**src/shared/sfb_pkg.sv**
```systemverilog
package sfb_pkg;
  // Clocking of the serial link
  localparam int SYS_CLK_HZ = 50_000_000;
  localparam int MAX_SCK_HZ = 25_000_000;
  localparam int DEF_SCK_HZ = 8_100_000;

  localparam int DIV_W  = 6;
  localparam int GAP_W  = 4;
  localparam int GAPC_W = GAP_W + DIV_W;
  localparam int ADDR_W = 28;
  localparam int CS_N   = 4;
  localparam int CS_LSB = 24;
  localparam int HDR_W  = 48;
  localparam int CNT_W  = 6;

  localparam logic [DIV_W-1:0] DIV_MIN   = DIV_W'((SYS_CLK_HZ + MAX_SCK_HZ - 1) / MAX_SCK_HZ);
  localparam logic [DIV_W-1:0] DIV_RESET = DIV_W'((SYS_CLK_HZ + DEF_SCK_HZ / 2) / DEF_SCK_HZ);
  localparam logic [GAP_W-1:0] GAP_RESET = 4'hF;
  localparam logic             WIDE_RESET = 1'h0;
  localparam logic             FAST_RESET = 1'h0;

  localparam logic [7:0] CMD_READ = 8'h03;
  localparam logic [7:0] CMD_FAST = 8'h0B;

  localparam logic [CNT_W-1:0] CMD_BITS   = 6'h08;
  localparam logic [CNT_W-1:0] A24_BITS   = 6'h18;
  localparam logic [CNT_W-1:0] A32_BITS   = 6'h20;
  localparam logic [CNT_W-1:0] DUMMY_BITS = 6'h08;
  localparam logic [CNT_W-1:0] WORD_BITS  = 6'h20;

  localparam logic [ADDR_W-1:0] WORD_STEP = 28'h0000004;
  localparam logic [1:0]        SZ_BYTE   = 2'h0;
  localparam logic [1:0]        SZ_HALF   = 2'h1;

  typedef enum logic [4:0] {
    ST_IDLE = 5'h01,
    ST_GAP  = 5'h02,
    ST_HDR  = 5'h04,
    ST_DATA = 5'h08,
    ST_HOLD = 5'h10
  } sfb_state_t;
endpackage

```
**src/logic/sfb_sck_gen.sv**
```systemverilog
`timescale 1ns/100ps
module sfb_sck_gen
(
  input  wire logic                     clk,
  input  wire logic                     reset_n,
  input  wire logic                     run,
  input  wire logic [sfb_pkg::DIV_W-1:0] div,
  output logic                          sck,
  output logic                          fall_due
);
  import sfb_pkg::*;

  if (DIV_W < 2) begin : g_bad_width
    $error("sfb_sck_gen: divider too narrow");
  end

  typedef struct packed {
    logic             sck;
    logic [DIV_W-1:0] cnt;
  } sfb_gen_t;

  sfb_gen_t q;
  sfb_gen_t next_q;
  logic [DIV_W-1:0] low_len;
  logic [DIV_W-1:0] high_len;

  // Odd divides give the extra cycle to the high phase
  assign low_len  = div >> 1;
  assign high_len = div - low_len;
  assign sck      = q.sck;
  assign fall_due = run && q.sck && (q.cnt == DIV_W'(1));

  always_comb
  begin
    next_q = q;
    if (!run)
    begin
      next_q.sck = 1'b0;
      next_q.cnt = low_len;
    end
    else if (q.cnt == DIV_W'(1))
    begin
      next_q.sck = ~q.sck;
      next_q.cnt = q.sck ? low_len : high_len;
    end
    else
    begin
      next_q.cnt = q.cnt - DIV_W'(1);
    end
  end

  always_ff @(posedge clk or negedge reset_n)
  begin
    if (!reset_n)
      q <= '0;
    else
      q <= next_q;
  end
endmodule // sfb_sck_gen

```
**src/logic/sfb_boot_reader.sv**
```systemverilog
// Functional notes
// RQ1 - Default 24-bit addressing, four selects, each owning a 16 MB window.
// RQ2 - Wide address mode maps the whole 256 MB region onto select 0.
// RQ3 - A read inside a select's window starts a flash read on that select.
// RQ4 - Accept 8, 16, 32-bit reads, single or burst; never write flash.
// RQ5 - Manual takeover: clock, data out, selects and enables follow software.
// RQ6 - Serial data input level is readable as a status bit.
// RQ7 - Selects are active low; at most one asserted at a time.
// RQ8 - After fetching an address, prefetch the next sequential one.
// RQ9 - Wide mode shifts 32 address bits instead of 24.
// RQ10 - Quick read enable issues the fast read command.
// RQ11 - Select stays high between accesses for a programmed count of periods.
// RQ12 - Serial clock is the system clock through the programmable divider.
// RQ13 - Software writes the divider last or together with other fields.
// RQ14 - Reconfiguration during boot reads must not corrupt ongoing fetches.
// RQ15 - Defaults: about 8.1 MHz, normal reads, maximum select gap.
// RQ16 - Sample data input just before driving each falling clock edge.
// RQ17 - Software does not fetch from flash while driving pins manually.
// RQ18 - Boot starts in 24-bit mode, then switches flash and block to wide.
// RQ19 - Transaction: select, command, address MSB first, dummy if fast, data.
// RQ20 - A read missing the prefetched word or select restarts a transaction.
`timescale 1ns/100ps
module sfb_boot_reader
(
  input  wire logic                       clk,
  input  wire logic                       reset_n,
  input  wire logic                       rd_req,
  input  wire logic [sfb_pkg::ADDR_W-1:0] rd_addr,
  input  wire logic [1:0]                 rd_size,
  output logic                            rd_ack,
  output logic [31:0]                     rd_data,
  input  wire logic [sfb_pkg::DIV_W-1:0]  clk_div,
  input  wire logic                       quick_read_enable,
  input  wire logic [sfb_pkg::GAP_W-1:0]  select_gap_time,
  input  wire logic                       wide_address_enable,
  input  wire logic                       manual_pin_takeover,
  input  wire logic                       manual_sck,
  input  wire logic                       manual_sck_oe,
  input  wire logic                       manual_data_out,
  input  wire logic                       manual_data_out_oe,
  input  wire logic [sfb_pkg::CS_N-1:0]   manual_select_n,
  input  wire logic [sfb_pkg::CS_N-1:0]   manual_select_oe,
  output logic                            manual_input_level,
  output logic                            flash_sck,
  output logic                            flash_sck_oe,
  output logic                            flash_data_out,
  output logic                            flash_data_out_oe,
  output logic [sfb_pkg::CS_N-1:0]        flash_select_n,
  output logic [sfb_pkg::CS_N-1:0]        flash_select_oe,
  input  wire logic                       serial_data_in
);
  import sfb_pkg::*;

  typedef struct packed {
    sfb_state_t        st;
    logic [1:0]        cs;
    logic [ADDR_W-1:0] addr;
    logic [HDR_W-1:0]  sh;
    logic [CNT_W-1:0]  bits;
    logic [31:0]       word;
    logic [31:0]       buf_word;
    logic [GAPC_W-1:0] gapc;
    logic [DIV_W-1:0]  div;
    logic              fast;
    logic              wide;
    logic              ack;
    logic [31:0]       data;
    logic              sync1;
    logic              sync2;
    logic              sck;
    logic              sck_oe;
    logic              dout;
    logic              dout_oe;
    logic [CS_N-1:0]   sel_n;
    logic [CS_N-1:0]   sel_oe;
  } sfb_main_t;

  sfb_main_t q;
  sfb_main_t next_q;
  logic      gen_sck;
  logic      fall_due;
  logic      hit;

  ////////////////////////////////////////////////////////////////////////////
  function automatic logic [1:0] cs_of(input logic [ADDR_W-1:0] a, input logic wide);
    cs_of = wide ? 2'h0 : a[CS_LSB +: 2]; // RQ1 RQ2
  endfunction

  function automatic logic [HDR_W-1:0] header(input logic [ADDR_W-1:0] a,
                                              input logic wide, input logic fast);
    logic [7:0] cmd;
    cmd = fast ? CMD_FAST : CMD_READ; // RQ10
    if (wide)
      header = {cmd, 4'h0, a, 8'h00}; // RQ9
    else
      header = {cmd, a[23:0], 16'h0000};
  endfunction

  function automatic logic [31:0] lane_mask(input logic [1:0] size, input logic [1:0] a);
    unique case (size)
      SZ_BYTE: lane_mask = 32'h000000FF << {a, 3'h0};
      SZ_HALF: lane_mask = 32'h0000FFFF << {a[1], 4'h0};
      default: lane_mask = 32'hFFFFFFFF;
    endcase
  endfunction

  function automatic logic [CS_N-1:0] one_low(input logic [CS_N-1:0] sel_n);
    logic [CS_N-1:0] act;
    act = ~sel_n;
    one_low = ~(act & (~act + CS_N'(1))); // RQ7
  endfunction

  function automatic logic [DIV_W-1:0] clamp_div(input logic [DIV_W-1:0] d);
    clamp_div = (d < DIV_MIN) ? DIV_MIN : d; // RQ12
  endfunction

  // Config is taken only between transactions, so a write mid-fetch waits
  function automatic sfb_main_t latch_cfg(input sfb_main_t s);
    sfb_main_t r;
    r = s;
    r.div  = clamp_div(clk_div); // RQ13 RQ14
    r.fast = quick_read_enable;
    r.wide = wide_address_enable;
    return r;
  endfunction

  function automatic sfb_main_t start_fetch(input sfb_main_t s);
    sfb_main_t r;
    r = s;
    r.st   = ST_HDR; // RQ3 RQ19
    r.cs   = cs_of(rd_addr, r.wide);
    r.addr = {rd_addr[ADDR_W-1:2], 2'h0};
    r.sh   = header(r.addr, r.wide, r.fast);
    r.bits = CMD_BITS + (r.wide ? A32_BITS : A24_BITS) + (r.fast ? DUMMY_BITS : 6'h00);
    return r;
  endfunction

  ////////////////////////////////////////////////////////////////////////////
  sfb_sck_gen u_sck_gen
  (
    .clk      (clk),
    .reset_n  (reset_n),
    .run      (q.st == ST_HDR || q.st == ST_DATA),
    .div      (q.div),
    .sck      (gen_sck),
    .fall_due (fall_due)
  );

  assign hit = (rd_addr[ADDR_W-1:2] == q.addr[ADDR_W-1:2])
            && (cs_of(rd_addr, wide_address_enable) == q.cs); // RQ20

  always_comb
  begin
    next_q       = q;
    next_q.ack   = 1'b0;
    next_q.sync1 = serial_data_in;
    next_q.sync2 = q.sync1;
    unique case (q.st)
      ST_IDLE:
      begin
        next_q = latch_cfg(next_q);
        if (rd_req)
          next_q = start_fetch(next_q);
      end
      ST_GAP:
      begin
        if (q.gapc <= GAPC_W'(1))
          next_q = start_fetch(next_q);
        else
          next_q.gapc = q.gapc - GAPC_W'(1); // RQ11
      end
      ST_HDR:
      begin
        if (fall_due)
        begin
          next_q.sh   = q.sh << 1;
          next_q.bits = q.bits - CNT_W'(1);
          if (q.bits == CNT_W'(1))
          begin
            next_q.st   = ST_DATA;
            next_q.bits = WORD_BITS;
          end
        end
      end
      ST_DATA:
      begin
        // Sample point is the cycle before the clock is driven low
        if (fall_due)
        begin
          next_q.word = {q.word[30:0], q.sync2}; // RQ16
          next_q.bits = q.bits - CNT_W'(1);
          if (q.bits == CNT_W'(1))
          begin
            next_q.st       = ST_HOLD;
            next_q.buf_word = {q.word[6:0], q.sync2, q.word[14:7],
                               q.word[22:15], q.word[30:23]};
          end
        end
      end
      ST_HOLD:
      begin
        // Select stays low with the clock parked, so a hit just resumes
        if (rd_req && hit)
        begin
          next_q.ack  = 1'b1;
          next_q.data = q.buf_word & lane_mask(rd_size, rd_addr[1:0]); // RQ4
          next_q.st   = ST_DATA; // RQ8
          next_q.bits = WORD_BITS;
          next_q.addr = q.addr + WORD_STEP;
        end
        else if (rd_req)
        begin
          next_q      = latch_cfg(next_q);
          next_q.st   = ST_GAP; // RQ20
          next_q.gapc = GAPC_W'(select_gap_time) * GAPC_W'(next_q.div); // RQ11
        end
      end
    endcase

    // Requests stall while software owns the pins
    if (manual_pin_takeover)
    begin
      next_q.st  = ST_IDLE; // RQ17
      next_q.ack = 1'b0;
    end

    if (manual_pin_takeover)
    begin
      next_q.sck     = manual_sck; // RQ5
      next_q.sck_oe  = manual_sck_oe;
      next_q.dout    = manual_data_out;
      next_q.dout_oe = manual_data_out_oe;
      next_q.sel_n   = one_low(manual_select_n); // RQ7
      next_q.sel_oe  = manual_select_oe;
    end
    else
    begin
      next_q.sck     = gen_sck && (q.st == ST_HDR || q.st == ST_DATA);
      next_q.sck_oe  = 1'b1;
      next_q.dout    = (q.st == ST_HDR) && q.sh[HDR_W-1]; // RQ19
      next_q.dout_oe = 1'b1;
      next_q.sel_oe  = '1;
      if (q.st == ST_HDR || q.st == ST_DATA || q.st == ST_HOLD)
        next_q.sel_n = ~(CS_N'(1) << q.cs); // RQ3 RQ7
      else
        next_q.sel_n = '1; // RQ11
    end
  end

  always_ff @(posedge clk or negedge reset_n)
  begin
    if (!reset_n)
    begin
      q         <= '0;
      q.st      <= ST_IDLE;
      q.div     <= DIV_RESET; // RQ15
      q.fast    <= FAST_RESET;
      q.wide    <= WIDE_RESET;
      q.sck_oe  <= 1'b1;
      q.dout_oe <= 1'b1;
      q.sel_n   <= '1;
      q.sel_oe  <= '1;
    end
    else
      q <= next_q;
  end

  assign rd_ack             = q.ack;
  assign rd_data            = q.data;
  assign manual_input_level = q.sync2; // RQ6
  assign flash_sck          = q.sck;
  assign flash_sck_oe       = q.sck_oe;
  assign flash_data_out     = q.dout;
  assign flash_data_out_oe  = q.dout_oe;
  assign flash_select_n     = q.sel_n;
  assign flash_select_oe    = q.sel_oe;

  ////////////////////////////////////////////////////////////////////////////
  logic [CNT_W-1:0] chk_falls;

  always_ff @(posedge clk or negedge reset_n)
  begin
    if (!reset_n)
      chk_falls <= '0;
    else if (q.st != ST_HDR)
      chk_falls <= '0;
    else if (fall_due)
      chk_falls <= chk_falls + CNT_W'(1);
  end
endmodule // sfb_boot_reader

```
**config.mk**
```make
export PLATFORM = sky130hd
export DESIGN_NAME = sfb_boot_reader
export DESIGN_NICKNAME = d
export VERILOG_FILES = /design/src/shared/sfb_pkg.sv /design/src/logic/sfb_sck_gen.sv /design/src/logic/sfb_boot_reader.sv
export SDC_FILE = /design/constraint.sdc
export NUM_CORES = 1
export LEC_CHECK = 0
export BUFFER_PORTS_ARGS = -buffer_cell sky130_fd_sc_hd__buf_2
export CORE_MARGIN = 3
export CORE_UTILIZATION = 45
export DETAILED_ROUTE_END_ITERATION = 10
export PLACE_DENSITY = 0.65
export SLEW_MARGIN = 20
export SYNTH_ARGS = -nofsm -noshare
export SYNTH_HDL_FRONTEND = slang
export SYNTH_HIERARCHICAL = 1
export SYNTH_SLANG_ARGS = --single-unit
```
**constraint.sdc**
```tcl
create_clock -name clk -period 3.5 [get_ports clk]
set_input_delay 0.7 -clock clk [delete_from_list [all_inputs] [get_ports clk]]
set_output_delay 0.7 -clock clk [all_outputs]
set_load 0.005 [all_outputs]
```
== Word-level counts from Yosys, hierarchy flattened ==
Index checks and enable logic that the tools add are counted.

* $add $sub $neg: 10
* Multiply operators: 1
* Div/mod/pow operators: 0
* Order comparisons: 2
* Equality and inequality tests: 26
* Shift operators: 3
* Muxes and demuxes: 48
* Bitwise gates (word level): 10
* Reduce and logical (&&, ||, !) cells: 23

{| class="wikitable"
|+ Operators by type and width
! kind !! number
|-
| 2-to-1 mux 218 bit || 2
|-
| case mux 63 bit (4 select lines) || 1
|-
| case mux 65 bit (3 select lines) || 1
|-
| case mux 48 bit (4 select lines) || 1
|-
| 2-to-1 mux 153 bit || 1
|-
| 2-to-1 mux 32 bit || 3
|-
| case mux 30 bit (3 select lines) || 1
|-
| 2-to-1 mux 81 bit || 1
|-
| 2-to-1 mux 40 bit || 2
|-
| 2-to-1 mux 70 bit || 1
|-
| case mux 32 bit (2 select lines) || 1
|-
| 2-to-1 mux 54 bit || 1
|-
| 2-to-1 mux 48 bit || 1
|-
| 2-to-1 mux 6 bit || 7
|-
| 2-to-1 mux 33 bit || 1
|-
| AND 32 bit || 1
|-
| left shift 16 x 5 -> 32 bit (first input constant) || 1
|-
| left shift 8 x 5 -> 32 bit (first input constant) || 1
|-
| 2-to-1 mux 5 bit || 6
|-
| case mux 6 bit (5 select lines) || 1
|-
| adder 28 x 3 -> 28 bit (second input constant) || 1
|-
| 2-to-1 mux 28 bit || 1
|-
| == test 26 bit || 1
|-
| case mux 5 bit (5 select lines) || 1
|-
| 41 further kinds || 84
|}

* Flip-flop bits (word level): 224
* Bits in latches: 0
* RAM bits: 0
* ROM bits: 0
* Bits of input ports: 59
* Output and inout port bits: 46
* Memories kept: 0

== Depth between registers and ports, before layout ==
* Depth in word-level cells: 10
* Gate-level depth with buffers: 14
* Mapped depth without buffers: 14

== Modules after synthesis ==
Netlist, hierarchy kept.

{| class="wikitable"
|+ By module, submodules not included
! module !! times used !! cells an instance !! area each (um^2) !! sequential area each (um^2)
|-
| sfb_boot_reader || 1 || 1092 || 11091.9 || 5146.2
|-
| sfb_sck_gen || 1 || 72 || 633.1 || 175.2
|}

== Worst setup path after synthesis ==
Ideal clock, no wire load.

* Path type: input -> register
* Start point: input port clk_div[5] (netlist name)
* End point: register q[63] (netlist name)
* Setup time: 141 ps
* Arrival: 3484 ps
* Required time: 3359 ps
* Setup slack: -125 ps
* Stages: 13
* Path buffers: 0
* Cells stage by stage: nor4_1 > a21boi_0 > nand2_1 > fa_1 > inv_1 > fa_1 > fa_1 > a21oi_1 > o21ai_0 > a21oi_1 > xnor2_1 > a21oi_1 > o22ai_1

* Word-level cells in the longest chain between the ends: 6

{| class="wikitable"
|+ Ends and longest elaborated chain
! what !! RTL line !! source
|-
| from (decl) || sfb_boot_reader.sv:32 || <nowiki>input wire logic [sfb_pkg::DIV_W-1:0] clk_div,</nowiki>
|-
| < comparator 6 x 2 -> 1 bit || sfb_boot_reader.sv:114 || <nowiki>clamp_div = (d < DIV_MIN) ? DIV_MIN : d;</nowiki>
|-
| 2-to-1 mux 6 bit (*) || sfb_boot_reader.sv:114 ||
|-
| multiplier 4 x 6 -> 10 bit (*) || sfb_boot_reader.sv:215 || <nowiki>next_q.gapc = GAPC_W'(select_gap_time) * GAPC_W'(next_q.div);</nowiki>
|-
| 2-to-1 mux 218 bit (*) || sfb_boot_reader.sv:211 || <nowiki>else if (rd_req)</nowiki>
|-
| 2-to-1 mux 81 bit (*) || sfb_boot_reader.sv:203 || <nowiki>if (rd_req && hit)</nowiki>
|-
| case mux 65 bit (3 select lines) (*) || sfb_boot_reader.sv:158 || <nowiki>unique case (q.st)</nowiki>
|-
| to (signal assigned) || sfb_boot_reader.sv:265 || <nowiki>q <= next_q;</nowiki>
|-
| to (decl) || sfb_boot_reader.sv:78 || <nowiki>sfb_main_t q;</nowiki>
|}

Every way passes the cells marked *; elsewhere a longest branch is shown, timed or not. The select of a mux whose other input is x is not followed.
A chain may end at the register's enable or synchronous reset.

== Worst setup path after layout ==
Ends and elaborated chain as after synthesis.

==> impl_metrics.csv <==
group,metric,value,unit
place,post-dp-hpwl,19200,µm
place,place_area,12300,µm²
clocking,cts_tree,"yes",
layout,antenna_cells,0,
logic_synthesis,avgSynthCellArea,10.1,µm²
layout,nNetsFinal,1317,
timing,max_slew_margin,45.7,%
detailed_routing,vias_per_cell,5.75,
run,max_cap_viol_count,0,
worst_setup_path,worstSetupPathType,"in2reg",
timing,period_minus_slack,3300,ps
run_status,status,"finished, final reports clean",
global_routing,grt.total_usage,19.8,%
detailed_routing,drt_iter0_markers,771,
worst_setup_path,crit_arrival,3670,ps
die,core-area,25400,µm²
worst_setup_path,cp.required,3870,ps
logic_synthesis,yosysTopAreaCellShare,42.5,%
detailed_routing,drc_errors,0,
logic_synthesis,synth_async_sr_flop_share,100,%
clocking,htree_levels,1,
detailed_routing,vias,9012,
timing,drv_slew,0,
global_routing,grt_pass1_wl,46700,µm
die,rows,58,
power,powerDensity,604,nW/µm²
detailed_routing,drtAntennaViolNets,0,
power,ir_drop,0.350,mV
logic_synthesis,synth_edf_count,0,
clocking,numCtsBuffers,25,
detailed_routing,dr.pass1.iters,6,
clocking,insertion_delay,510,ps
power,leakagePower,6.22,nW
global_routing,grt_pass1_vias,8988,
layout,post-route-cell-area,13200,µm²
clocking,path_clk_slew,60,ps
power,power,7.99,mW
logic_synthesis,syn_area,11700,µm²
detailed_routing,routed_wl,27900,µm
detailed_routing,wl_per_cell,17.8,µm
worst_setup_path,cp_max_fo,3,
logic_synthesis,yosys.area.top_type,"dfrtp_1",
timing,max_freq,303,MHz
worst_setup_path,critPathCaptureType,"flip-flop",
clocking,ctsLongestPathBuffers,3,
clocking,cts_root_buf,"clkbuf_16",
logic_synthesis,ys_types,77,
layout,areaGrowthSynthToFinish,12.8,%
worst_setup_path,reg2reg_slack,350,ps
logic_synthesis,synth_nets,1262,
global_routing,grt_overflow_total,0,
timing,finalHoldViolCount,0,
die,start_util,46.2,%
logic_synthesis,yosysSeqAreaShare,45.4,%
die,die_h,167,µm
logic_synthesis,ys.flop_type,"dfrtp_1",
timing,setup_violations,0,
logic_synthesis,yosys-top-cells-area,"dfrtp_1 (42%), mux2_2 (6.3%), mux2i_1 (3.8%)",
timing,tightest_slew,814,ps
worst_setup_path,critPathLaunchType,"input pin",
die,die-width,167,µm
timing,grt_setup_unrepaired,"false",
place,place_congestion,0.866,
clocking,clkSinkCount,212,
timing,finClkSkew,10.6,ps
global_routing,grt_max_degree,105,
die,io_pins,105,
logic_synthesis,synthCells,1164,
layout,fill_cells,2370,
layout,drive_above_1_share,22.7,%
logic_synthesis,ys_ff_latch,212,
place,io_buffers,104,
die,die-area,28000,µm²
clocking,holdBufCountCts,0,
timing,period_share,94.4,%
global_routing,antenna_found_initial,0,
min_path,hp-class,"in2async",
logic_synthesis,synth_warnings,6,
==> worst max-delay path, stage by stage <==
cell and delay, ps:
buf_2 120, nor4_4 330, o21ai_1 130, fa_1 510
inv_1 60, fa_1 550, fa_1 480, a21oi_2 160
o21ai_0 110, a21oi_1 180, xnor2_1 90, a21oi_1 140
o22ai_1 90
==> flip-flops by register name (all words and copies together) (netlist names) <==
signal              flops
flash_sck_oe            1
u_sck_gen/q             6
manual_input_level      1
flash_select_oe         4
rd_ack                  1
u_sck_gen/sck           1
flash_data_out_oe       1
rd_data                32
flash_data_out          1
flash_select_n          4
flash_sck               1
q                     159
==> through the flow <==
step / utilization, % / TNS, ps / hold slack (ps) / setup slack (ps) / cells
6_report: 52.1 / 0 / 206 / 197 / 1567
5_1_grt: 52.1 / 0 / 283 / 12.5 / 1567
4_1_cts: 52.0 / 0 / 262 / 170 / 1567
3_5_place_dp: 48.6 / -1340 / 340 / -365 / 1522
3_3_place_gp: 48.6 / -901 / 338 / -287 / 1522
2_1_floorplan: - / -3.12 / 331 / -3.12 / 1164
==> report_power, final <==
part / switching (mW) / internal [mW] / leakage (nW)
sequential: 0.455 / 2.87 / 2.56
combinational: 1.05 / 0.867 / 3.23
clock: 1.04 / 1.70 / 0.425
==> synthesized netlist by cell type, types with 5 or more instances <==
master     instances
nor2b_1            8
and2_1            19
xor2_1            18
a22oi_1           15
o41ai_1            7
nor4_1            28
nor3_1            17
xnor2_1           21
clkbuf_1          44
nand3_1           17
nand2_1          116
a22o_1             5
mux2_2            66
nand4_1           12
ha_1              30
o21ai_0           58
buf_4             45
dfrtp_1          199
and3_1             9
dfstp_2           13
o22ai_1           16
or3_1              5
o31ai_1            6
a21oi_1           39
nor2_1            49
a31oi_1           14
mux2i_1           45
o21ai_1            9
fa_1               9
buf_2             14
o22a_1             8
a222oi_1          18
nand2b_1          14
a2bb2oi_1         17
inv_1             74
==> area by class of cell <==
cell class              count  area (µm²)  area share [%]
multi-input cells         767        5530            41.8
clock inverters            14         189            1.43
flip-flops and latches    212        5320            40.2
well taps                 330         413            3.12
clock buffers              31         688            5.20
repair buffers            139         806            6.09
inverters                  74         278            2.10
==> placed cells by master, fill, tap and decap left out, types with 4 or more instances in the layout <==
master,n
buf_4,34
a21oi_1,37
fa_1,9
mux2i_1,45
mux2_2,66
nand2_1,116
nand4_1,12
and3_1,9
a22o_1,5
o22a_1,8
o31ai_1,6
clkinv_2,4
clkbuf_8,4
clkbuf_16,25
nand3_1,17
nor2_1,49
nor2b_1,8
ha_1,30
inv_1,74
and2_1,19
dfrtp_1,199
xor2_1,18
a2bb2oi_1,17
a222oi_1,18
o21ai_1,10
a31oi_1,14
a22oi_1,15
xnor2_1,21
nor4_1,27
o21ai_0,57
buf_2,103
nor3_1,17
o41ai_1,7
or3_1,5
bufinv_16,4
nand2b_1,14
o22ai_1,16
dfstp_2,13
==> cells by family (layout without fill, tap and decap cells) <==
family	Yosys count	after routing	synth area share [%]
buf+inv	185	258	7.72
xor+xnor	41	41	3.19
compound gates	253	253	14.7
simple gates	322	322	14.0
flops	212	212	45.4
fa+ha+maj	39	39	4.74
mux	112	112	10.3
==> what timing repair did <==
action	in CTS	in global routing
endpoints found under the setup margin	0	2
endpoints found under the hold margin	0	0
buffers inserted	0	0
resized for setup	0	2
==> path summary, 6_finish.rpt <==
path / startpoint / endpoint / cells past startpoint
setup reg to reg: q[214]$_DFFE_PN0P_ / q[89]$_DFFE_PN0P_ / 10
hold reg to reg: q[13]$_DFF_PN0_ / manual_input_level$_DFF_PN0_ / 0
max in group asynchronous: reset_n / q[200]$_DFFE_PN0P_ / 2
min in group clk: serial_data_in / q[13]$_DFF_PN0_ / 1
setup / recovery: clk_div[5] / q[63]$_DFFE_PN0P_ / 13
hold / removal: reset_n / rd_data[10]$_DFFE_PN0P_ / 1
==> metal layers <==
layer | track usage, % | up-vias | wire [µm]
li1 | - | 4244 | -
met1 | 27.6 | 4437 | 12400
met2 | 32.7 | 288 | 13100
met3 | 3.19 | 43 | 1870
met4 | 4.55 | 0 | 578
met5 | 0 | - | 0
Note: power is estimated with default switching activity, not from simulation.
